### config.mk
export PLATFORM = sky130hd
export DESIGN_NAME = fsc_frame_sequence_control
export DESIGN_NICKNAME = d
export VERILOG_FILES = /design/src/rtl/fsc_frame_sequence_control.v
export VERILOG_INCLUDE_DIRS = /design/src /design/src/include
export SDC_FILE = /design/constraint.sdc
export NUM_CORES = 1
export LEC_CHECK = 0
export BUFFER_PORTS_ARGS = -buffer_cell sky130_fd_sc_hd__buf_2
export CORE_ASPECT_RATIO = 2
export CORE_MARGIN = 2
export CORE_UTILIZATION = 45
export DETAILED_ROUTE_END_ITERATION = 10
export PLACE_DENSITY_LB_ADDON = 0.15
export SLEW_MARGIN = 20
export SYNTH_ARGS = -nofsm -noshare
export SYNTH_HDL_FRONTEND = slang
export SYNTH_SLANG_ARGS = --single-unit
### constraint.sdc
create_clock -name clk -period 5.15 [get_ports clk]
set_clock_uncertainty 0.1 [all_clocks]
set_input_delay 0.7725 -clock clk [delete_from_list [all_inputs] [get_ports clk]]
set_output_delay 0.7725 -clock clk [all_outputs]
set_load 0.02 [all_outputs]
### src/include/fsc_map.vh
// Register offsets, field layouts, reset values and codes for the sequencing block.
// Assumes a plain one-cycle register port with read data one cycle after the read strobe.
`ifndef FSC_MAP_VH
`define FSC_MAP_VH

// Register word offsets
`define FSC_A_SLOT_SEL 4'h0
`define FSC_A_SLOT_PROF 4'h1
`define FSC_A_SEQ_LEN 4'h2
`define FSC_A_SEQ_EN 4'h3
`define FSC_A_CAP_MODE 4'h4
`define FSC_A_FRM_LIMIT 4'h5
`define FSC_A_TRIG_GATE 4'h6
`define FSC_A_TRIG_SCHEME 4'h7
`define FSC_A_BURST_CNT 4'h8
`define FSC_A_STATUS 4'h9
`define FSC_A_FRM_DONE 4'hA
`define FSC_A_START 4'hB

// Slot and profile limits
`define FSC_SLOT_MIN 5'h01
`define FSC_SLOT_MAX 5'h10
`define FSC_PROF_MIN 4'h1
`define FSC_PROF_MAX 4'hF
`define FSC_LEN_RST 5'h01
`define FSC_SLOTS 16
`define FSC_SLOT_FIRST 4'h0

// Capture modes and trigger schemes
`define FSC_MODE_CONT 1'b0
`define FSC_MODE_COUNTED 1'b1
`define FSC_SCHEME_SINGLE 3'h0
`define FSC_SCHEME_BURST 3'h6

// Counter widths and resets
`define FSC_CNT_W 16
`define FSC_CNT_ONE 16'h0001
`define FSC_CNT_ZERO 16'h0000

// Status bit positions
`define FSC_ST_RUN 0
`define FSC_ST_BUSY 1
`define FSC_ST_PTR_LO 4
`define FSC_ST_PTR_HI 7
`define FSC_ST_PROF_LO 8
`define FSC_ST_PROF_HI 11

`endif

### src/rtl/fsc_frame_sequence_control.v
// Frame sequence control: slot table, slot stepping and frame counting for capture.
// Assumes frame_done pulses from the capture engine on clk; trigger_in is a pin.
`timescale 1ns/1ps
`include "fsc_map.vh"

module fsc_frame_sequence_control (
  input wire clk,
  input wire reset_n,
  input wire [3:0] reg_addr,
  input wire [15:0] reg_wdata,
  input wire reg_wr,
  input wire reg_rd,
  output reg [15:0] reg_rdata,
  input wire trigger_in,
  input wire frame_done,
  output reg frame_request,
  output reg acquiring,
  output reg sequence_active,
  output reg [3:0] active_slot,
  output reg [3:0] saved_profile
);

  // Slot table: entry 0..15 holds slots 1..16, each entry written by its own process
  reg [3:0] step_profile_number [0:`FSC_SLOTS-1];

  // Host settings
  reg [4:0] step_slot_select_r;
  reg [4:0] sequence_length_r;
  reg sequence_run_enable_r;
  reg sequence_run_enable_d_r;
  reg capture_mode_select_r;
  reg trigger_gate_select_r;
  reg [2:0] trigger_scheme_select_r;
  reg [15:0] transfer_frame_limit_r;
  reg [15:0] burst_frame_count_r;

  // Run state and counters
  reg [15:0] frames_done_r;
  reg [15:0] burst_left_r;
  reg [1:0] run_state_r;
  reg [1:0] run_state_nxt;

  // Pin synchroniser
  reg trig_s1_r;
  reg trig_s2_r;
  reg trig_s3_r;

  // Next values
  reg [15:0] rdata_nxt;
  reg [3:0] slot_ptr_nxt;
  reg [3:0] profile_nxt;
  reg frame_request_nxt;
  reg [15:0] frames_done_nxt;
  reg [15:0] burst_left_nxt;

  // Decodes
  wire trig_edge;
  wire start_wr;
  wire seq_rise;
  wire limit_hit;
  wire frame_issue;
  wire slot_prof_wr;
  wire [4:0] slot_idx;
  wire [4:0] slot_inc;
  wire burst_scheme;
  wire [15:0] status_word;
  wire [`FSC_SLOTS-1:0] entry_wr;
  genvar g;

  // Acquisition states; arm means allowed to ask for the next frame
  localparam [1:0] RUN_IDLE = 2'b00;
  localparam [1:0] RUN_ARM = 2'b01;
  localparam [1:0] RUN_WAIT = 2'b10;

  // Two flops before any logic looks at the pin; third flop is edge history
  assign trig_edge = trig_s2_r & ~trig_s3_r;
  assign start_wr = reg_wr && (reg_addr == `FSC_A_START);
  assign seq_rise = sequence_run_enable_r & ~sequence_run_enable_d_r;
  assign burst_scheme = trigger_gate_select_r && (trigger_scheme_select_r == `FSC_SCHEME_BURST);
  // Counted capture caps all modes at the transfer limit, burst included
  assign limit_hit = (capture_mode_select_r == `FSC_MODE_COUNTED)
                     && (frames_done_r + `FSC_CNT_ONE >= transfer_frame_limit_r);
  assign slot_idx = step_slot_select_r - `FSC_SLOT_MIN;
  // Wrap after the programmed length
  assign slot_inc = {1'b0, active_slot} + `FSC_SLOT_MIN;
  assign slot_prof_wr = reg_wr && (reg_addr == `FSC_A_SLOT_PROF)
                        && (reg_wdata[3:0] >= `FSC_PROF_MIN) && (reg_wdata[15:4] == 12'h000);
  // A frame may be asked for untriggered, mid-burst, or on a fresh trigger edge
  assign frame_issue = !trigger_gate_select_r || (burst_left_r != `FSC_CNT_ZERO) || trig_edge;
  assign status_word = {4'h0, saved_profile, active_slot, 2'h0, acquiring, sequence_active};

  // One write decode and one holding register per slot entry
  generate
    for (g = 0; g < `FSC_SLOTS; g = g + 1)
    begin : g_entry
      localparam [4:0] ENTRY_IDX = g;
      assign entry_wr[g] = slot_prof_wr && (slot_idx == ENTRY_IDX);
      always @(posedge clk)
      begin
        if (!reset_n)
          step_profile_number[g] <= `FSC_PROF_MIN;
        else if (entry_wr[g])
          step_profile_number[g] <= reg_wdata[3:0];
      end
    end
  endgenerate

  always @(posedge clk)
  begin
    trig_s1_r <= trigger_in;
    trig_s2_r <= trig_s1_r;
    trig_s3_r <= trig_s2_r;
  end

  // Register writes; out-of-range values are ignored, keeping the old value
  always @(posedge clk)
  begin
    if (!reset_n)
    begin
      step_slot_select_r <= `FSC_SLOT_MIN;
      sequence_length_r <= `FSC_LEN_RST;
      sequence_run_enable_r <= 1'b0;
      capture_mode_select_r <= `FSC_MODE_CONT;
      trigger_gate_select_r <= 1'b0;
      trigger_scheme_select_r <= `FSC_SCHEME_SINGLE;
      transfer_frame_limit_r <= `FSC_CNT_ONE;
      burst_frame_count_r <= `FSC_CNT_ONE;
    end
    else if (reg_wr)
    begin
      case (reg_addr)
        `FSC_A_SLOT_SEL:
          if (reg_wdata[4:0] >= `FSC_SLOT_MIN && reg_wdata[4:0] <= `FSC_SLOT_MAX
              && reg_wdata[15:5] == 11'h000)
            step_slot_select_r <= reg_wdata[4:0];
        `FSC_A_SEQ_LEN:
          if (reg_wdata[4:0] >= `FSC_SLOT_MIN && reg_wdata[4:0] <= `FSC_SLOT_MAX
              && reg_wdata[15:5] == 11'h000)
            sequence_length_r <= reg_wdata[4:0];
        `FSC_A_SEQ_EN: sequence_run_enable_r <= reg_wdata[0];
        `FSC_A_CAP_MODE: capture_mode_select_r <= reg_wdata[0];
        `FSC_A_TRIG_GATE: trigger_gate_select_r <= reg_wdata[0];
        `FSC_A_TRIG_SCHEME: trigger_scheme_select_r <= reg_wdata[2:0];
        `FSC_A_FRM_LIMIT:
          if (reg_wdata != `FSC_CNT_ZERO)
            transfer_frame_limit_r <= reg_wdata;
        `FSC_A_BURST_CNT:
          if (reg_wdata != `FSC_CNT_ZERO)
            burst_frame_count_r <= reg_wdata;
        default: ;
      endcase
    end
  end

  // Read port: data valid the cycle after the strobe, zero for unmapped
  always @*
  begin
    rdata_nxt = `FSC_CNT_ZERO;
    if (reg_rd)
    begin
      case (reg_addr)
        `FSC_A_SLOT_SEL: rdata_nxt = {11'h000, step_slot_select_r};
        `FSC_A_SLOT_PROF: rdata_nxt = {12'h000, step_profile_number[slot_idx[3:0]]};
        `FSC_A_SEQ_LEN: rdata_nxt = {11'h000, sequence_length_r};
        `FSC_A_SEQ_EN: rdata_nxt = {15'h0000, sequence_run_enable_r};
        `FSC_A_CAP_MODE: rdata_nxt = {15'h0000, capture_mode_select_r};
        `FSC_A_TRIG_GATE: rdata_nxt = {15'h0000, trigger_gate_select_r};
        `FSC_A_TRIG_SCHEME: rdata_nxt = {13'h0000, trigger_scheme_select_r};
        `FSC_A_FRM_LIMIT: rdata_nxt = transfer_frame_limit_r;
        `FSC_A_BURST_CNT: rdata_nxt = burst_frame_count_r;
        `FSC_A_STATUS: rdata_nxt = status_word;
        `FSC_A_FRM_DONE: rdata_nxt = frames_done_r;
        default: rdata_nxt = `FSC_CNT_ZERO;
      endcase
    end
  end

  // Cleared when no read is under way, so stale data never lingers on the bus
  always @(posedge clk)
  begin
    if (!reset_n)
      reg_rdata <= `FSC_CNT_ZERO;
    else
      reg_rdata <= rdata_nxt;
  end

  // Next slot pointer; a rising run enable beats a finished frame in the same cycle
  always @*
  begin
    slot_ptr_nxt = active_slot;
    if (seq_rise)
      slot_ptr_nxt = `FSC_SLOT_FIRST;
    else if (sequence_run_enable_r && frame_done)
    begin
      if (slot_inc >= sequence_length_r)
        slot_ptr_nxt = `FSC_SLOT_FIRST;
      else
        slot_ptr_nxt = slot_inc[3:0];
    end
  end

  // Profile follows the slot that the next capture uses
  always @*
  begin
    profile_nxt = saved_profile;
    if (sequence_run_enable_r)
      profile_nxt = step_profile_number[slot_ptr_nxt];
  end

  always @(posedge clk)
  begin
    if (!reset_n)
    begin
      sequence_run_enable_d_r <= 1'b0;
      sequence_active <= 1'b0;
      active_slot <= `FSC_SLOT_FIRST;
    end
    else
    begin
      sequence_run_enable_d_r <= sequence_run_enable_r;
      sequence_active <= sequence_run_enable_r;
      active_slot <= slot_ptr_nxt;
    end
  end

  always @(posedge clk)
  begin
    if (!reset_n)
      saved_profile <= `FSC_PROF_MIN;
    else
      saved_profile <= profile_nxt;
  end

  // Acquisition sequencing. Settings are read live every cycle, mid-acquisition too: change them while idle.
  always @*
  begin
    run_state_nxt = run_state_r;
    frame_request_nxt = 1'b0;
    case (run_state_r)
      RUN_IDLE:
        run_state_nxt = RUN_IDLE;
      RUN_ARM:
        if (frame_issue)
        begin
          frame_request_nxt = 1'b1;
          run_state_nxt = RUN_WAIT;
        end
      RUN_WAIT:
        if (frame_done)
        begin
          if (limit_hit)
            run_state_nxt = RUN_IDLE;
          else
            run_state_nxt = RUN_ARM;
        end
      default:
        run_state_nxt = RUN_IDLE;
    endcase
    // A start or stop write wins over anything the engine reports in that cycle
    if (start_wr)
    begin
      run_state_nxt = reg_wdata[0] ? RUN_ARM : RUN_IDLE;
      frame_request_nxt = 1'b0;
    end
  end

  // Frames finished since the last start; the transfer limit is held against this
  always @*
  begin
    frames_done_nxt = frames_done_r;
    if (start_wr)
      frames_done_nxt = `FSC_CNT_ZERO;
    else if ((run_state_r == RUN_WAIT) && frame_done)
      frames_done_nxt = frames_done_r + `FSC_CNT_ONE;
  end

  // Frames still owed to the current burst; a trigger that lands mid-burst is ignored
  always @*
  begin
    burst_left_nxt = burst_left_r;
    if (start_wr)
      burst_left_nxt = `FSC_CNT_ZERO;
    else if ((run_state_r == RUN_ARM) && frame_issue && trigger_gate_select_r)
    begin
      if (burst_left_r != `FSC_CNT_ZERO)
        burst_left_nxt = burst_left_r - `FSC_CNT_ONE;
      else if (burst_scheme)
        burst_left_nxt = burst_frame_count_r - `FSC_CNT_ONE;
    end
    else if ((run_state_r == RUN_WAIT) && frame_done && limit_hit)
      burst_left_nxt = `FSC_CNT_ZERO;
  end

  always @(posedge clk)
  begin
    if (!reset_n)
    begin
      run_state_r <= RUN_IDLE;
      acquiring <= 1'b0;
      frame_request <= 1'b0;
    end
    else
    begin
      run_state_r <= run_state_nxt;
      acquiring <= (run_state_nxt != RUN_IDLE);
      frame_request <= frame_request_nxt;
    end
  end

  always @(posedge clk)
  begin
    if (!reset_n)
      frames_done_r <= `FSC_CNT_ZERO;
    else
      frames_done_r <= frames_done_nxt;
  end

  always @(posedge clk)
  begin
    if (!reset_n)
      burst_left_r <= `FSC_CNT_ZERO;
    else
      burst_left_r <= burst_left_nxt;
  end

endmodule // fsc_frame_sequence_control

==> results by stage, run 1 <==
Outcome:
- The flow ran to the end, and the final reports show no timing, DRC or antenna violations.

Worst setup path:
- Counting buffers and inverters, the worst setup path is 15 cells deep.
- The critical path start-end classification is flip-flop to flip-flop.
- The startpoint identified for the worst register-to-register timing path is frames_done_r[2].
- The arrival time at the worst endpoint is 4670 ps.
- In this run the worst path has a maximum fanout of 15.
- In this run the worst setup path terminates at burst_left_r[10].
- On the worst path, the slowest cell contributes a delay of 560 ps.
- The largest individual stage delay along the critical path comes from the cell sky130_fd_sc_hd__a41oi_4.
- The critical path's top delay family is compound AO/OA/AOI/OAI gates.
- The capture point of the worst reg-to-reg path is burst_left_r[10].
- In this design, the critical path's most frequently occurring cell is sky130_fd_sc_hd__a21o_1.
- The type of element launching the critical path is a flip-flop.
- STA puts the critical path data required time at 5410 ps.
- The most critical setup path has its startpoint at frames_done_r[2].
- STA classifies the critical path endpoint as a flip-flop.
- For flop-to-flop paths, the worst setup slack is 740 ps.
- The number of buffers and inverters on the critical path is 0.
- The number of cell instances on the worst register-to-register path is 15.
- Traced cell by cell, the critical path runs through nand3_1 -> or2_1 -> nor3_1 -> and3_1 -> nand3_1 -> xnor2_1 -> ha_1 -> a21o_1 -> a21o_1 -> a21o_1 -> a2111oi_0 -> o21ai_0 -> a41oi_4 -> a22oi_1 -> o22ai_1.

Synthesis:
- Summing the areas of all compound-gate instances in the mapped netlist gives 13.8% of the synthesized area.
- The net count after synthesis is 1071.
- Synthesis produced 1014 cells.
- The combined area of all synthesized cells is 9890 um2.
- The distinct cell type count after synthesis is 80.
- The area fraction of the dominant cell type after synthesis is 22.7%.
- Of all flip-flops after synthesis, the portion carrying an async set or reset was 0%.
- The synthesized netlist devotes 19.2% of its cell area to simple gates.
- Summing the areas of all xor and xnor instances in the mapped netlist gives 3.01% of the synthesized area.
- The sequential element share of the synthesized area is 42.1%.
- The synthesized area per cell is 9.76 um2.
- The library cell occupying the most area in the post-synthesis netlist is sky130_fd_sc_hd__dfxtp_1.
- The primary flip-flop cell chosen by synthesis mapping is sky130_fd_sc_hd__dfxtp_1.
- The synthesized design contains 176 register bits.
- The post-synthesis mux area share is 13.3%.
- The combinational family with the most area after synthesis is simple AND/OR/NAND/NOR gates.
- In the post-synthesis netlist, the biggest area contributors are sky130_fd_sc_hd__dfxtp_1 (23%), sky130_fd_sc_hd__edfxtp_1 (19%), sky130_fd_sc_hd__mux2i_1 (7.6%).
- The adder-cell share of the synthesized area is 3.92%.
- The number of warnings printed during yosys synthesis is 0.
- In this run, synthesis inferred 64 flip-flops with an integrated enable.

Route:
- The first-pass iteration count of the detailed router is 6.
- The first routing iteration left 507 violations.
- After detailed routing, the average wire length per cell comes to 23.1 um.
- Summing over every cut layer, the via total after detailed routing is 7909.
- The DRC violations left is 0.
- Once detail routing completed, the nets flagged for antenna violations numbered 0.
- The routed design has 30300 um of wire.
- Using the TritonRoute via totals, the vias-per-cell ratio works out to 6.04.

Clocking:
- The number of sinks driven by the clock tree is 176.
- The number of hold-repair buffers added at the cts stage is 0.
- The number of gates given a new drive strength after cts is 0.
- Post-CTS timing repair inserted 0 buffers for setup.
- The insertion delay of the later-clocked pin in the worst-skew pair is 450 ps.
- The TritonCTS clock tree is done.
- The clock edge transition at the registers on the reported setup and hold paths is 70 ps.
- The CTS root buffer is sky130_fd_sc_hd__clkbuf_16.
- The number of clock buffers added by TritonCTS is 17.
- The deepest level of the CTS H-tree is 4.
- In this run the deepest clock path goes through 2 buffers.

STA:
- The final-report max-slew violation count is 0.
- The max-slew headroom at the worst pin is 21.9%.
- Setup repair after global routing left no endpoint under its margin.
- The maximum clock frequency is 227 MHz.
- The time the worst path needs with I/O delays and setup is 4410 ps.
- Setup slack closes at 744 ps.
- The worst hold slack across all endpoints is 227 ps.
- Adding up every negative setup slack in the final design gives 0 ps.
- The total of endpoints with negative setup slack in the final report is 0.
- The share of the cycle needed by the critical path after routing is 85.6%.
- The number of hold violations in the final report came to 0.
- For the pin with the worst max-slew slack, the measured transition is 1140 ps.

Pwr:
- In this run the static leakage power is 3.98 nW.
- Summing internal, switching and leakage power gives 2.96 mW.
- The power density over the cells is 273 nW/um2.
- The maximum vdd drop is 219 uV.

Finish:
- The total inserted antenna cells is 0.
- The total non-filler cell area in the finished layout is 10900 um2.
- At the end of the flow, the number of nets in the layout was 1080.
- The layout has 2035 filler cells.
- The area growth from synthesis to layout is 9.79%.
- The share of final-layout standard cells stronger than drive strength 1 is 13.3%.

Floorplanning:
- The die covers 23300 um2.
- The number of ports placed on the die boundary is 53.
- In this run the core area contains 76 standard-cell rows.
- The die is 214 um tall.
- The starting density of the core is 45.8%.
- The horizontal die dimension is 109 um.
- The core outline area is 21600 um2.

GRT:
- Entering global routing, the biggest net connects 49 pins.
- The initial antenna violation count came to 0.
- The number of global-route vias before repair came to 7958.
- Global routing used 27.1% of the available tracks.
- Global routing finished with a remaining overflow of 0.
- The wire length of the first global-routing pass is 46000 um.

Place:
- The half-perimeter wire length of the detailed placement result is 23300 um.
- The number of port buffers is 52.
- The congestion estimate from routability-driven global placement came to 0.903.
- Once placement finished, the instance area stood at 10300 um2.
- OpenSTA, run right after detailed placement, puts the worst setup slack at 711 ps.

Worst hold path:
- The classification of the worst-slack hold path is flip-flop to flip-flop.

Job:
- Across the run, the number of max-cap violations was 0.
==> Yosys cell counts, types with 23 or more instances <==
master,count
sky130_fd_sc_hd__edfxtp_1,64
sky130_fd_sc_hd__a21oi_1,31
sky130_fd_sc_hd__nor3_1,62
sky130_fd_sc_hd__inv_1,38
sky130_fd_sc_hd__nor2_1,68
sky130_fd_sc_hd__mux4_2,23
sky130_fd_sc_hd__nor2b_1,51
sky130_fd_sc_hd__o21ai_0,39
sky130_fd_sc_hd__mux2i_1,75
sky130_fd_sc_hd__dfxtp_1,112
sky130_fd_sc_hd__nand2_1,73
sky130_fd_sc_hd__ha_1,31
sky130_fd_sc_hd__nand3_1,27
sky130_fd_sc_hd__clkbuf_1,56
==> flip-flops by register name, summed over array words and instances (netlist names) <==
register and flops:
acquiring 1, active_slot 4, burst_frame_count_r 16, burst_left_r 16
capture_mode_select_r 1, frame_request 1, frames_done_r 16, reg_rdata 16
run_state_r 2, saved_profile 4, sequence_length_r 5, sequence_run_enable_d_r 1
sequence_run_enable_r 1, step_profile_number 64, step_slot_select_r 5, transfer_frame_limit_r 16
trig_s1_r 1, trig_s2_r 1, trig_s3_r 1, trigger_gate_select_r 1
trigger_scheme_select_r 3
==> worst min-delay path by stage <==
| stage | from | to | slack [ps] | cells after the start |
|---|---|---|---|---|
| CTS | trig_s1_r | trig_s2_r | 230 | 0 |
| finish | trig_s1_r | trig_s2_r | 230 | 0 |
| detailed placement | trig_s1_r | trig_s2_r | 210 | 0 |
| global route | trig_s1_r | trig_s2_r | 250 | 0 |
| global placement | trig_s1_r | trig_s2_r | 220 | 0 |
| floorplan | trig_s1_r | trig_s2_r | 210 | 0 |
==> cells by family (layout without fill, tap and decap cells) <==
logic type,count (synthesis),count (layout)
AND/OR/NAND/NOR,367,367
buffers and inverters,112,134
AO/OA/AOI/OAI,192,192
flip-flops,176,176
adder cells (fa/ha/maj),31,31
multiplexers,102,102
XOR/XNOR,34,34
==> per-layer routing <==
metal  vias up  GRT usage, %  share of wire, %
li1       3748             -                 -
met1      3832          25.2                33
met2       235          53.0                57
met3        94          3.80               3.1
met4         0          17.5               6.3
met5         -             0                 0
==> where the power goes <==
part | switching [mW] | internal (mW) | leakage (nW)
Combinational | 0.100 | 0.0502 | 2.18
Sequential | 0.0160 | 1.46 | 1.51
Clock | 0.575 | 0.763 | 0.290
==> cell type report <==
cell class	instances	area (um2)	area share (%)
Clock buffer	18	429	3.95
Clock inverter	14	168	1.54
Tap cell	273	342	3.14
Multi-Input combinational cell	726	5270	48.5
Inverter	38	143	1.31
Sequential cell	176	4160	38.3
Timing Repair Buffer	64	350	3.23
==> layout by cell type (no fill, tap or decap), drive strengths merged, types with 9 or more instances in the layout <==
| cell type | count |
|---|---|
| a21oi | 33 |
| nand3 | 28 |
| ha | 31 |
| nand2 | 73 |
| and2 | 20 |
| xnor2 | 18 |
| a211oi | 13 |
| nor2 | 68 |
| edfxtp | 64 |
| o22ai | 10 |
| a31oi | 14 |
| a222oi | 12 |
| clkbuf | 18 |
| nor4 | 9 |
| nor3 | 62 |
| inv | 43 |
| and3 | 10 |
| dfxtp | 112 |
| a21o | 9 |
| xor2 | 16 |
| mux2i | 75 |
| nor2b | 51 |
| mux4 | 23 |
| o21ai | 41 |
| buf | 64 |
| nor3b | 11 |
==> per-stage QoR <==
| stage | utilization, % | cells |
|---|---|---|
| 6_report | 50.3 | 1309 |
| 3_3_place_gp | 47.6 | 1277 |
| 2_1_floorplan | - | 1014 |
| 4_1_cts | 50.3 | 1309 |
| 5_1_grt | 50.3 | 1309 |
| 3_5_place_dp | 47.6 | 1277 |
No activity file was read; power rests on OpenSTA's default activity.
==> run 2: changes to the inputs <==
Settings changed: ABC_CLOCK_PERIOD_IN_PS from default to 5230, CTS_BUF_LIST from default to sky130_fd_sc_hd__clkbuf_8.
Clock period 5.15 ns to 5.23 ns, I/O delays scaled along.
==> results by stage, run 2 (synthesized netlist as in run 1, its figures left out) <==
Finish:
- The number of flip-flops under the largest register name is 64 (unchanged).
- The area used by sequential logic in the layout came to 4160 um2 (unchanged).
- The register ranked first by flip-flop count is step_profile_number (unchanged).
- Commonest non-fill, non-tap cells in the layout: sky130_fd_sc_hd__dfxtp_1 (112), sky130_fd_sc_hd__mux2i_1 (75), sky130_fd_sc_hd__nand2_1 (73), sky130_fd_sc_hd__nor2_1 (68), sky130_fd_sc_hd__edfxtp_1 (64) (unchanged).
- The final-layout fill cell count came to 2033 (was 2035).
- The growth of design area from synthesis to finish is 7.68% (was 9.79%).
- The share of final-layout standard cells stronger than drive strength 1 is 13.4% (was 13.3%).
- The footprint of the multi-input gates is 5270 um2 (unchanged).
- The commonest non-fill, non-tap cell in the layout is sky130_fd_sc_hd__dfxtp_1 (unchanged).
- The total inserted antenna cells came to 0 (unchanged).
- The number of nets in the layout was 1079 (was 1080).
- The share of the core filled with cells in the final layout is 49.4% (was 50.3%).

Route:
- The first-pass iteration count of the detailed router is 5 (was 6).
- The violation count after the first detailed-routing iteration is 472 (was 507).
- The total vias in the final route is 7890 (was 7909).
- The average wire per standard cell is 23.0 um (was 23.1 um).
- The final antenna-violating net count was 0 (unchanged).
- The DRC violations left is 0 (unchanged).
- The via density per instance is 6.03 (was 6.04).
- The total wire length is 30100 um (was 30300 um).

Worst setup path:
- The critical path start-end classification is flip-flop to flip-flop (unchanged).
- The critical path's top delay family is compound AO/OA/AOI/OAI gates (unchanged).
- The critical path launch point is frames_done_r[0] (was frames_done_r[2]).
- Critical path, cell by cell: nand3_1 -> or2_1 -> nor3_1 -> and3_1 -> nand3_1 -> xnor2_1 -> ha_1 -> a21o_1 -> a21o_1 -> a21o_1 -> a2111oi_0 -> o21ai_0 -> a41oi_4 -> a22oi_1 -> o22ai_1 (unchanged).
- The largest driver fanout on the critical path is 15 (unchanged).
- The cell seen most often among critical-path stages is sky130_fd_sc_hd__a21o_1 (unchanged).
- The type of element capturing the critical path is a flip-flop (unchanged).
- The data required time of the worst path was 5560 ps (was 5410 ps).
- The cell with the largest stage delay on the worst path is sky130_fd_sc_hd__a41oi_4 (unchanged).
- The worst reg2reg path startpoint was frames_done_r[0] (was frames_done_r[2]).
- The delay of the slowest cell on the worst path is 570 ps (was 560 ps).
- The type of element launching the critical path is a flip-flop (unchanged).
- The arrival time at the worst endpoint is 4710 ps (was 4670 ps).
- The buffer and inverter count on the worst path is 0 (unchanged).

STA:
- The final-report max-slew violation count is 0 (unchanged).
- The setup TNS after final layout came to 0 ps (unchanged).
- The maximum clock frequency was 228 MHz (was 227 MHz).
- The max-slew headroom at the worst pin is 32.2% (was 21.9%).
- The share of the cycle needed by the critical path after routing is 83.7% (was 85.6%).
- The number of hold violations in the final report is 0 (unchanged).
- The time the worst path needs with I/O delays and setup is 4380 ps (was 4410 ps).
- Setup repair after global routing missed its margin: no (unchanged).
- The actual transition at the worst max-transition pin is 1010 ps (was 1140 ps).
- The total of endpoints with negative setup slack in the final report is 0 (unchanged).

GRT:
- The number of global-route vias before repair is 7885 (was 7958).
- The wire length of the first global-routing pass came to 45700 um (was 46000 um).
- The largest net degree at the start of global routing was 43 (was 49).
- The overall global routing resource usage is 27.0% (was 27.1%).
- The initial antenna violation count is 0 (unchanged).
- The aggregate global routing overflow is 0 (unchanged).

Clocking:
- The number of buffers created by CTS came to 17 (unchanged).
- The number of sinks driven by the clock tree is 176 (unchanged).
- The insertion delay of the later-clocked pin in the worst-skew pair is 510 ps (was 450 ps).
- The number of gates given a new drive strength after cts is 0 (unchanged).
- The TritonCTS clock tree is done (unchanged).
- The deepest level of the CTS H-tree was 4 (unchanged).
- The total setup buffers inserted after CTS was 0 (unchanged).
- The worst-case clock buffer depth is 2 (unchanged).
- The clock edge transition at the registers on the reported setup and hold paths is 100 ps (was 70 ps).
- The CTS root buffer was sky130_fd_sc_hd__clkbuf_8 (was sky130_fd_sc_hd__clkbuf_16).
- The number of hold-repair buffers added at the cts stage is 0 (unchanged).

Place:
- The half-perimeter wire length of the detailed placement result was 23200 um (was 23300 um).
- The placer's final routability congestion estimate is 0.923 (was 0.903).
- The number of port buffers is 52 (unchanged).

Job:
- The reported max-cap violation count is 0 (unchanged).

Floorplanning:
- The core outline area is 21600 um2 (unchanged).
- The starting density of the core is 45.8% (unchanged).
- The overall die height is 214 um (unchanged).
- The number of ports placed on the die boundary is 53 (unchanged).
- The die footprint came to 23300 um2 (unchanged).
- The number of rows in the core area was 76 (unchanged).
- The horizontal die dimension is 109 um (unchanged).

Pwr:
- The maximum vdd drop is 191 uV (was 219 uV).
- The power density over the cells is 242 nW/um2 (was 273 nW/um2).
- The total power is 2.58 mW (was 2.96 mW).
- The standby leakage power was 3.88 nW (was 3.98 nW).

Worst hold path:
- The classification of the worst-slack hold path is flip-flop to flip-flop (unchanged).
- The worst min-delay path startpoint is trig_s1_r (unchanged).

Outcome:
- Run status: finished, final reports clean (unchanged).
==> run 2: changes by cell type in the layout (fill, tap and decap cells not counted), sizes merged <==
cell	previous run	this run
clkbuf	18	17
clkinv	3	5
buf	64	63
bufinv	3	2
==> run 2: report_power, final <==
group	switching (mW)	internal, mW
sequential	0.0167	1.43
clock	0.552	0.429
combinational	0.0974	0.0493
total	0.666	1.91
==> run 2: layout make-up <==
type | count | share of cell area (%)
Clock inverter | 15 | 1.51
Clock buffer | 17 | 2.20
Timing Repair Buffer | 63 | 3.22
Inverter | 38 | 1.34
Tap cell | 273 | 3.21
Sequential cell | 176 | 39.1
Multi-Input combinational cell | 726 | 49.4
==> run 2: worst paths after layout <==
check	end	slack (ps)	cells past startpoint
worst min-delay path	trig_s2_r	230	0
worst max-delay path	burst_left_r[10]	850	15
worst max register to register	burst_left_r[10]	850	15
worst min register to register	trig_s2_r	230	0
==> run 2: stage by stage <==
| step | cells | setup slack, ps | hold WS, ps | area (um2) |
|---|---|---|---|---|
| after floorplan | 1014 | 1440 | 210 | 9890 |
| final | 1308 | 851 | 233 | 10700 |
| after global routing | 1308 | 539 | 251 | 10700 |
| after global placement | 1276 | 915 | 216 | 10300 |
| after CTS | 1308 | 840 | 237 | 10700 |
| after detailed placement | 1276 | 845 | 214 | 10300 |
==> run 2: layer usage <==
layer | wire, um | vias to the layer above | track usage [%]
met3 | 971 | 91 | 4.04
met4 | 2020 | 0 | 18.5
li1 | - | 3743 | -
met2 | 17100 | 213 | 52.3
met1 | 10100 | 3843 | 25.1
met5 | 0 | - | 0
